File: src/hw/rcr_pkg.sv
// Constants shared by the reset cause recorder.
// Assumes an 8-bit special function register bus and one 40 MHz system clock.
package rcr_pkg;

    // Register placement
    localparam logic [7:0] RCR_CAUSE_ADDR = 8'hEF;

    // Bit positions of the reset cause register
    localparam int RCR_BIT_USB  = 7;
    localparam int RCR_BIT_MEM  = 6;
    localparam int RCR_BIT_CMP  = 5;
    localparam int RCR_BIT_SW   = 4;
    localparam int RCR_BIT_WDT  = 3;
    localparam int RCR_BIT_MCD  = 2;
    localparam int RCR_BIT_POR  = 1;
    localparam int RCR_BIT_PIN  = 0;

    // Values after reset
    localparam logic [7:0] RCR_FLAGS_POR   = 8'h02;
    localparam logic [7:0] RCR_ENABLES_RST = 8'h00;

    // Timing
    localparam int CLK_PERIOD_NS      = 25;
    localparam int RESET_HOLD_NS      = 1000;
    localparam int RESET_HOLD_CYCLES  = (RESET_HOLD_NS + CLK_PERIOD_NS - 1) / CLK_PERIOD_NS;
    localparam int CLOCK_LOSS_NS      = 500;
    localparam int CLOCK_LOSS_CYCLES  = (CLOCK_LOSS_NS + CLK_PERIOD_NS - 1) / CLK_PERIOD_NS;
    localparam int WDT_PRESCALE       = 12;
    localparam int WDT_LIMIT_TICKS    = 256;

    typedef enum logic [0:0] {
        RCR_RUN  = 1'b0,
        RCR_HOLD = 1'b1
    } rcr_state_type;

endpackage

File: src/hw/rcr_clock_loss.sv
// Clock loss detector: times out when the watched activity level stops changing.
// Assumes clk_activity toggles with the watched clock and is synchronous to clk_sys.
`timescale 1ns/100ps
`default_nettype none
module rcr_clock_loss
    import rcr_pkg::*;
#(
    parameter int TIMEOUT_CYCLES = CLOCK_LOSS_CYCLES
) (
    // Clock and reset
    input  wire logic clk_sys,
    input  wire logic sys_rst,
    // Control
    input  wire logic enable,
    input  wire logic clk_activity,
    // Result
    output logic      timeout
);

    localparam int CW = $clog2(TIMEOUT_CYCLES + 1);

    generate
        if (TIMEOUT_CYCLES < 2) begin : g_check
            $error("rcr_clock_loss: TIMEOUT_CYCLES must be at least 2");
        end
    endgenerate

    logic          last_reg;
    logic [CW-1:0] idle_reg;
    logic          timeout_reg;

    always_ff @(posedge clk_sys) begin
        if (sys_rst) begin
            last_reg <= 1'b0;
        end else begin
            last_reg <= clk_activity;
        end
    end

    // Stuck high or stuck low both stop the toggling
    always_ff @(posedge clk_sys) begin
        if (sys_rst || !enable || (clk_activity != last_reg)) begin
            idle_reg    <= '0;
            timeout_reg <= 1'b0;
        end else if (idle_reg == CW'(TIMEOUT_CYCLES - 1)) begin
            timeout_reg <= 1'b1;
        end else begin
            idle_reg    <= idle_reg + CW'(1);
            timeout_reg <= 1'b0;
        end
    end

    assign timeout = timeout_reg;

endmodule
`default_nettype wire

File: src/hw/rcr_reset_cause_recorder.sv
// Reset cause recorder: reset sources, reset hold, cause flags and the watchdog.
// Assumes the 8-bit register port and all source inputs are synchronous to clk_sys;
// sys_rst is the power-on reset.
`timescale 1ns/100ps
`default_nettype none

// Contract
// - Bit 7 written 1 enables USB as a reset source and reads 1 after a USB reset.
// - Bit 6 reads 1 after a program memory fault reset and ignores writes.
// - Bit 5 written 1 enables the active-low comparator reset and reads 1 after one.
// - Writing 1 to bit 4 forces a system reset at once.
// - Bit 4 reads 1 only after a software forced reset.
// - Bit 3 reads 1 after a watchdog overflow reset and ignores writes.
// - Bit 2 written 1 enables the clock loss detector and reads 1 after its timeout reset.
// - Bit 1 reads 1 after power-on or supply monitor reset, other flags then being undefined.
// - Bit 0 reads 1 after a reset caused by the external reset pin and ignores writes.
// - Writing 0 to bit 2 disables the detector, which fires when the clock stalls.
// - An enabled comparator holds reset while its non-inverting input is below the other.
// - Enabled USB resets on bus reset signalling or a bus power edge of the chosen polarity.
// - The watchdog runs at the system clock divided by 12 after any reset and resets on a miss.
module rcr_reset_cause_recorder
    import rcr_pkg::*;
#(
    parameter int HOLD_CYCLES = RESET_HOLD_CYCLES,
    parameter int WDT_TICKS   = WDT_LIMIT_TICKS
) (
    // Clock and reset
    input  wire logic       clk_sys,
    input  wire logic       sys_rst,
    // Register port
    input  wire logic [7:0] sfr_addr,
    input  wire logic       sfr_wr,
    input  wire logic       sfr_rd,
    input  wire logic [7:0] sfr_wdata,
    output logic      [7:0] sfr_rdata,
    // Reset sources
    input  wire logic       pin_rst_n,
    input  wire logic       cmp_above,
    input  wire logic       vdd_above,
    input  wire logic       clk_activity,
    input  wire logic       usb_bus_reset,
    input  wire logic       vbus_level,
    input  wire logic       vbus_pol_rising,
    input  wire logic       mem_fault,
    // Watchdog control
    input  wire logic       wdt_kick,
    input  wire logic       wdt_stop,
    // Results
    output logic            system_reset,
    output logic            wdt_running
);

    localparam int HW = $clog2(HOLD_CYCLES + 1);
    localparam int PW = $clog2(WDT_PRESCALE);
    localparam int WW = $clog2(WDT_TICKS + 1);

    generate
        if (HOLD_CYCLES < 1 || WDT_TICKS < 2) begin : g_check
            $error("rcr_reset_cause_recorder: HOLD_CYCLES >= 1 and WDT_TICKS >= 2 required");
        end
    endgenerate

    // Highest priority source wins when several fire together
    function automatic logic [7:0] pick_cause(input logic [7:0] req);
        logic [7:0] one;
        one = 8'h00;
        if (req[RCR_BIT_POR])      one[RCR_BIT_POR] = 1'b1;
        else if (req[RCR_BIT_PIN]) one[RCR_BIT_PIN] = 1'b1;
        else if (req[RCR_BIT_MCD]) one[RCR_BIT_MCD] = 1'b1;
        else if (req[RCR_BIT_MEM]) one[RCR_BIT_MEM] = 1'b1;
        else if (req[RCR_BIT_WDT]) one[RCR_BIT_WDT] = 1'b1;
        else if (req[RCR_BIT_CMP]) one[RCR_BIT_CMP] = 1'b1;
        else if (req[RCR_BIT_USB]) one[RCR_BIT_USB] = 1'b1;
        else if (req[RCR_BIT_SW])  one[RCR_BIT_SW]  = 1'b1;
        return one;
    endfunction

    rcr_state_type  state_reg;
    logic [HW-1:0]  hold_reg;
    logic [7:0]     cause_reg;
    logic [7:0]     flags_reg;
    logic [7:0]     enables_reg;
    logic           system_reset_reg;
    logic [7:0]     sfr_rdata_reg;
    logic           vbus_last_reg;
    logic           wdt_run_reg;
    logic [PW-1:0]  wdt_pre_reg;
    logic [WW-1:0]  wdt_cnt_reg;
    logic           wdt_ovf_reg;
    logic           clock_lost;
    logic           cause_write;
    logic           vbus_edge;
    logic           level_hold;
    logic           hold_done;
    logic [7:0]     req;

    assign cause_write = sfr_wr && (sfr_addr == RCR_CAUSE_ADDR) && (state_reg == RCR_RUN);

    assign vbus_edge = (vbus_level != vbus_last_reg) && (vbus_level == vbus_pol_rising);

    // Level sources keep the device in reset for as long as they persist
    assign level_hold = !pin_rst_n
                      || (enables_reg[RCR_BIT_CMP] && !cmp_above)
                      || (enables_reg[RCR_BIT_POR] && !vdd_above);

    assign hold_done = (state_reg == RCR_HOLD) && !level_hold && (hold_reg == '0);

    always_comb begin
        req = 8'h00;
        req[RCR_BIT_POR] = enables_reg[RCR_BIT_POR] && !vdd_above;
        req[RCR_BIT_PIN] = !pin_rst_n;
        req[RCR_BIT_MCD] = clock_lost;
        req[RCR_BIT_MEM] = mem_fault;
        req[RCR_BIT_WDT] = wdt_ovf_reg;
        req[RCR_BIT_CMP] = enables_reg[RCR_BIT_CMP] && !cmp_above;
        req[RCR_BIT_USB] = enables_reg[RCR_BIT_USB] && (usb_bus_reset || vbus_edge);
        req[RCR_BIT_SW]  = cause_write && sfr_wdata[RCR_BIT_SW];
    end

    // Reset sequencing
    always_ff @(posedge clk_sys) begin
        if (sys_rst) begin
            state_reg        <= RCR_HOLD;
            hold_reg         <= HW'(HOLD_CYCLES - 1);
            cause_reg        <= RCR_FLAGS_POR;
            system_reset_reg <= 1'b1;
        end else begin
            unique case (state_reg)
                RCR_RUN: begin
                    if (|req) begin
                        state_reg        <= RCR_HOLD;
                        hold_reg         <= HW'(HOLD_CYCLES - 1);
                        cause_reg        <= pick_cause(req);
                        system_reset_reg <= 1'b1;
                    end
                end
                RCR_HOLD: begin
                    if (level_hold) begin
                        hold_reg <= HW'(HOLD_CYCLES - 1);
                    end else if (hold_reg == '0) begin
                        state_reg        <= RCR_RUN;
                        system_reset_reg <= 1'b0;
                    end else begin
                        hold_reg <= hold_reg - HW'(1);
                    end
                end
            endcase
        end
    end

    // Cause flags are replaced as a whole when reset ends
    always_ff @(posedge clk_sys) begin
        if (sys_rst) begin
            flags_reg <= RCR_FLAGS_POR;
        end else if (hold_done) begin
            flags_reg <= cause_reg;
        end
    end

    // Writable enables; read-only and force bits are not stored
    always_ff @(posedge clk_sys) begin
        if (sys_rst || hold_done) begin
            enables_reg <= RCR_ENABLES_RST;
        end else if (cause_write) begin
            enables_reg[RCR_BIT_USB] <= sfr_wdata[RCR_BIT_USB];
            enables_reg[RCR_BIT_CMP] <= sfr_wdata[RCR_BIT_CMP];
            enables_reg[RCR_BIT_MCD] <= sfr_wdata[RCR_BIT_MCD];
            enables_reg[RCR_BIT_POR] <= sfr_wdata[RCR_BIT_POR];
        end
    end

    // Reads return flags only, so read-modify-write would corrupt enables
    always_ff @(posedge clk_sys) begin
        if (sys_rst) begin
            sfr_rdata_reg <= 8'h00;
        end else if (sfr_rd && (sfr_addr == RCR_CAUSE_ADDR) && (state_reg == RCR_RUN)) begin
            sfr_rdata_reg <= flags_reg;
        end else begin
            sfr_rdata_reg <= 8'h00;
        end
    end

    always_ff @(posedge clk_sys) begin
        if (sys_rst) begin
            vbus_last_reg <= 1'b0;
        end else begin
            vbus_last_reg <= vbus_level;
        end
    end

    // Watchdog restarts enabled after every reset
    always_ff @(posedge clk_sys) begin
        if (sys_rst || hold_done) begin
            wdt_run_reg <= 1'b1;
        end else if (wdt_stop) begin
            wdt_run_reg <= 1'b0;
        end
    end

    always_ff @(posedge clk_sys) begin
        if (sys_rst || !wdt_run_reg || state_reg == RCR_HOLD) begin
            wdt_pre_reg <= '0;
            wdt_cnt_reg <= '0;
            wdt_ovf_reg <= 1'b0;
        end else begin
            wdt_ovf_reg <= 1'b0;
            if (wdt_pre_reg == PW'(WDT_PRESCALE - 1)) begin
                wdt_pre_reg <= '0;
            end else begin
                wdt_pre_reg <= wdt_pre_reg + PW'(1);
            end
            if (wdt_kick) begin
                wdt_cnt_reg <= '0;
            end else if (wdt_pre_reg == PW'(WDT_PRESCALE - 1)) begin
                if (wdt_cnt_reg == WW'(WDT_TICKS - 1)) begin
                    wdt_cnt_reg <= '0;
                    wdt_ovf_reg <= 1'b1;
                end else begin
                    wdt_cnt_reg <= wdt_cnt_reg + WW'(1);
                end
            end
        end
    end

    rcr_clock_loss #(
        .TIMEOUT_CYCLES (CLOCK_LOSS_CYCLES)
    ) u_clock_loss (
        .clk_sys      (clk_sys),
        .sys_rst      (sys_rst),
        .enable       (enables_reg[RCR_BIT_MCD] && (state_reg == RCR_RUN)),
        .clk_activity (clk_activity),
        .timeout      (clock_lost)
    );

    assign sfr_rdata    = sfr_rdata_reg;
    assign system_reset = system_reset_reg;
    assign wdt_running  = wdt_run_reg;

endmodule
`default_nettype wire

File: config.mk
export PLATFORM = sky130hd
export DESIGN_NAME = rcr_reset_cause_recorder
export DESIGN_NICKNAME = d
export VERILOG_FILES = /design/src/hw/rcr_pkg.sv /design/src/hw/rcr_clock_loss.sv /design/src/hw/rcr_reset_cause_recorder.sv
export SDC_FILE = /design/constraint.sdc
export NUM_CORES = 1
export LEC_CHECK = 0
export BUFFER_PORTS_ARGS = -buffer_cell sky130_fd_sc_hd__buf_4
export CAP_MARGIN = 20
export CORE_MARGIN = 1.5
export CORE_UTILIZATION = 59
export CTS_CLUSTER_DIAMETER = 80
export DETAILED_ROUTE_END_ITERATION = 12
export GPL_TIMING_DRIVEN = 0
export HOLD_SLACK_MARGIN = 0.1
export PLACE_DENSITY = 0.83
export SLEW_MARGIN = 5
export SYNTH_ARGS = -nofsm -noshare
export SYNTH_HDL_FRONTEND = slang
export SYNTH_SLANG_ARGS = --single-unit
File: constraint.sdc
create_clock -name clk_sys -period 5.6 [get_ports clk_sys]
set_clock_uncertainty 0.05 [all_clocks]
set_input_delay 0.28 -clock clk_sys [delete_from_list [all_inputs] [get_ports clk_sys]]
set_output_delay 0.28 -clock clk_sys [all_outputs]
set_load 0.005 [all_outputs]
---- Word-level counts from Yosys, hierarchy flattened ----
Cells that the tools add are included.
storage, ports and cells
  bits of input ports ..................... 30
  output and inout port bits .............. 10
  register bits ........................... 59
  word-level logic and storage cells ...... 102
operators by class
  equality and inequality tests ........... 11
  reductions and logical operators ........ 35
  mux-type cells .......................... 34
  bitwise logic cells ..................... 3
  $add $sub $neg .......................... 4
operators with widths
  operator               count
  $mux W6                5
  $mux W1                22
  $logic_and A1 B1 Y1    12
  $pmux W6 S2            1
  $add A9 B1 Y9 const B  1
  $eq A9 B8 Y1 const B   1
  $mux W9                1
  $eq A8 B8 Y1 const B   1
  $logic_or A1 B1 Y1     8
  $reduce_or A8 Y1       1
  $logic_not A1 Y1       6
  $logic_not A6 Y1       1
  $reduce_or A2 Y1       3
  $sub A6 B1 Y6 const B  1
  $add A5 B1 Y5 const B  1
  $eq A5 B5 Y1 const B   1
  $mux W5                1
  $add A4 B1 Y4 const B  1
  $eq A4 B4 Y1 const B   1
  $ne A2 B2 Y1 const B   2
  $pmux W1 S2            2
  $reduce_and A2 Y1      2
  $mux W3                1
  $ne A3 B3 Y1 const B   1
  7 further kinds        10

---- Logic depth before layout (Yosys ltp) ----
  depth after elaboration ................. 12
  mapped depth ............................ 7

---- By module ----
Synthesis repeated with hierarchy kept, for this count alone.
second synthesis, totals
  cells, all modules ...................... 261
  area, all modules ....................... 2526.2 µm²
by module, submodules not included
  module                    area an instance (µm²)  instances  cells each
  rcr_reset_cause_recorder  2240.9                  1          234
  rcr_clock_loss            285.3                   1          27

---- Least setup slack after synthesis ----
Ideal clock, no wire load.
  kind .................................... reg2reg
  start ................................... register hold_reg[0]
  end ..................................... register hold_reg[0]
  arrival ................................. 1.776 ns
  period minus slack after synthesis ...... 1.940 ns
  path slack .............................. 3.660 ns
  data required time ...................... 5.435 ns
  library setup time ...................... 0.115 ns
  cell stages (with the launch flop) ...... 8
  path through ............................ dfxtp_1 inv_1 ha_1 or4b_4 nor2_1 nand2_1 a211o_1 o21a_1
between the ends
  word-level cells in the longest chain between the ends .. 4
ends and longest elaborated chain
  item                    line                             source
  start, declared         rcr_reset_cause_recorder.sv:79   logic [HW-1:0] hold_reg;
  start signal, assigned  rcr_reset_cause_recorder.sv:124  hold_reg <= HW'(HOLD_CYCLES - 1);
  start signal, assigned  rcr_reset_cause_recorder.sv:132  hold_reg <= HW'(HOLD_CYCLES - 1);
  start signal, assigned  rcr_reset_cause_recorder.sv:139  hold_reg <= HW'(HOLD_CYCLES - 1);
  $sub A6 B1 Y6           rcr_reset_cause_recorder.sv:144  hold_reg <= hold_reg - HW'(1);
  $mux W6                 rcr_reset_cause_recorder.sv:140  end else if (hold_reg == '0) begin
  $mux W6                 rcr_reset_cause_recorder.sv:138  if (level_hold) begin
  $pmux W6 S2             rcr_reset_cause_recorder.sv:128  unique case (state_reg)
Parallel ways exist; a longest one is shown, timed or not. The select of a mux whose other input is x is not followed.
A chain may end at the register's enable or synchronous reset.

---- Worst setup path in the final report ----
  start ................................... register hold_reg[0]
  end ..................................... register hold_reg[5]
Same word-level chain as after synthesis.

==> run metrics <==
Crit. Startpoint=hold_reg[0]; synth top area cells=dfxtp_1 49%, mux2i_1 5.8%, nor2_1 5.8%, and2_1 2.6%, xnor2_1 2.6%; Post-synth top cells=59 x dfxtp_1, 37 x nor2_1, 14 x mux2i_1, 12 x inv_1, 12 x nor3_1; Max VDD drop=0.0002268 V; CP endpoint kind=flip-flop; status=finished clean; FF-to-FF End=hold_reg[5]; Yosys reg bits=59; Root Buffer=clkbuf_8; CORE AREA=3943 µm²; first-pass GRT wire length=7.521 mm; port bufs=36; Req. time, crit path=5780 ps; Worst Path Arrival=2310 ps; unrepaired setup endpoints after global routing=false; area grow syn2layout=23.14%; number of global-route vias before repair=1700; met2 global-route usage=37.13%; post-synthesis sequential area ratio=49.19%; design area=2957 µm²; Unique masters post-synth=46; Synth area leader=dfxtp_1; most frequent cell after synthesis=dfxtp_1; met3 Resource Use GR=10.47%; Worst Hold Class=input pin to flip-flop; clk slew on worst S/H paths=60 ps; Worst R2R Path Depth=7; Setup violations, final=0; Post-CTS Setup Inserts=0; aggregate global-route resource usage=23.48%; number of max-cap violations=0; Max FO, Critical Path=5; post-synth net total=283; routability cong.=0.8041; Final Net Count=331; # diodes=0; Via Count=1897; Async S/R FF share, synth=0%; achievable frequency=469.6 MHz; DRT Pass-1 Iters=4; worst setup path category=flip-flop to flip-flop; Reg2Reg Launch Point=hold_reg[0]; GR peak layer=met2; syn avg cell area=9.643 µm²; Max clock buf depth=2; htree depth=3; Final Max Tran Viols=0; share of cells above drive strength 1=19.54%; Num CTS Buffers=9; Vert. Die Dim=66.80 µm; Synth warnings=0; worst slew pin tran=861.7 ps; initial antenna violation count=0; Final TNS setup=0 ps; post-synthesis cell count=249; Critical Path Source Type=flip-flop; initial core utilization=60.90%; # IOs=40; ys flop type=dfxtp_1; Synth top area share=49.19%; fin crit period=2130 ps; CP endpoint=hold_reg[5]; routed vias/inst=5.389; Placed Area=2734 µm²; Largest register FFs=9; Netlist Area Pre-Place=2401 µm²; initial drt markers=80; Layout Utilization=74.99%; cell row count=23; post-route ant nets=0; wire per inst=13.12 µm; largest net degree at the start of global routing=11; number of synthesized flops with an enable pin=0; DIE AREA=4462 µm²; post-DP HPWL=3.397 mm; flop-to-flop setup slack=3470 ps; Final Hold Fails=0; cell leakage power=1.170 nW; global route total overflow=0; power density over the cells=289.9 nW/µm²; CTS tree=done; Die Wd=66.80 µm; DRC violations left=0; insertion delay of the later-clocked pin in the worst-skew pair=340 ps; met1 Resource Use GR=27.27%; fill count=294; Slew headroom=41.77%; crit share post-route=38.03%; final wirelength=4.617 mm; clock tree sinks=59
## repair_timing
item / CTS / global route
gates resized for setup: 0 / 0
hold buffers: 1 / 0
hold endpoints to repair: 1 / 0
## layout make-up
class	instances	area (µm²)	area share (%)
repair buffers	37	280.3	9.479
well taps	50	62.56	2.116
clock buffers	12	165.2	5.586
flip-flops and latches	59	1181	39.95
inverters	12	45.04	1.523
multi-input cells	174	1156	39.10
clock inverters	4	47.55	1.608
plain buffers	4	18.77	0.6348
## cell usage in the layout, fill, tap and decap left out, drive strengths merged, types with 4 or more instances in the layout
cell / synthesis / layout
buf: 1 / 37
and3: 7 / 7
xor2: 6 / 6
nor3: 13 / 13
nand2: 7 / 7
xnor2: 7 / 7
nor2: 37 / 37
nand3: 9 / 9
mux2i: 14 / 14
nor2b: 5 / 5
clkbuf: 3 / 15
ha: 4 / 4
o21ai: 7 / 7
dfxtp: 59 / 59
a21oi: 7 / 7
and2: 10 / 10
inv: 12 / 12
## cells by family after synthesis
logic type                 Yosys count  synth area share (%)
AOI/OAI and AO/OA                   29                 8.546
xor gates and xnor gates            13                 4.742
adders and majority gates            4                 2.085
buffers and inverters               16                 2.658
DFF                                 59                 49.19
muxes                               14                 5.836
and+or+nand+nor                    114                 26.94
## critical path, stage by stage (launching register included)
cell     delay, ps
dfxtp_1        340
inv_1           70
ha_1           200
or4b_4         500
nor2_1         240
nand2_1         80
a211o_1        370
o21a_1         190
## power by group
group | switching (mW) | internal, mW
clock network | 0.163 | 0.240
registers | 0.00158 | 0.422
logic | 0.0131 | 0.0181
## metrics by stage
stage	std cells	setup slack [ps]	power, mW	hold WS, ps
2_1_floorplan	249	3660	0.4434	330.4
3_3_place_gp	335	3506	0.4623	383.4
3_5_place_dp	335	3450	0.4632	388.7
4_1_cts	352	3450	0.8644	109.8
5_1_grt	352	3337	0.8879	135.4
6_report	352	3470	0.8570	122.8
## routing by layer
layer,wire [µm],part of all wire (%)
met4,93,2.0
met5,0,0
met2,2281,49
met3,245,5.3
met1,1997,43
## how the worst min path moves through the flow
stage                         startpoint               endpoint  cells after the start
after floorplan                 wdt_stop            wdt_running                      1
final                         vbus_level          vbus_last_reg                      2
after global routing        clk_activity  u_clock_loss.last_reg                      2
after CTS                     vbus_level          vbus_last_reg                      2
after detailed placement  wdt_pre_reg[0]         wdt_pre_reg[0]                      1
after global placement    wdt_pre_reg[0]         wdt_pre_reg[0]                      1
Power figures use the tool's default switching activity.
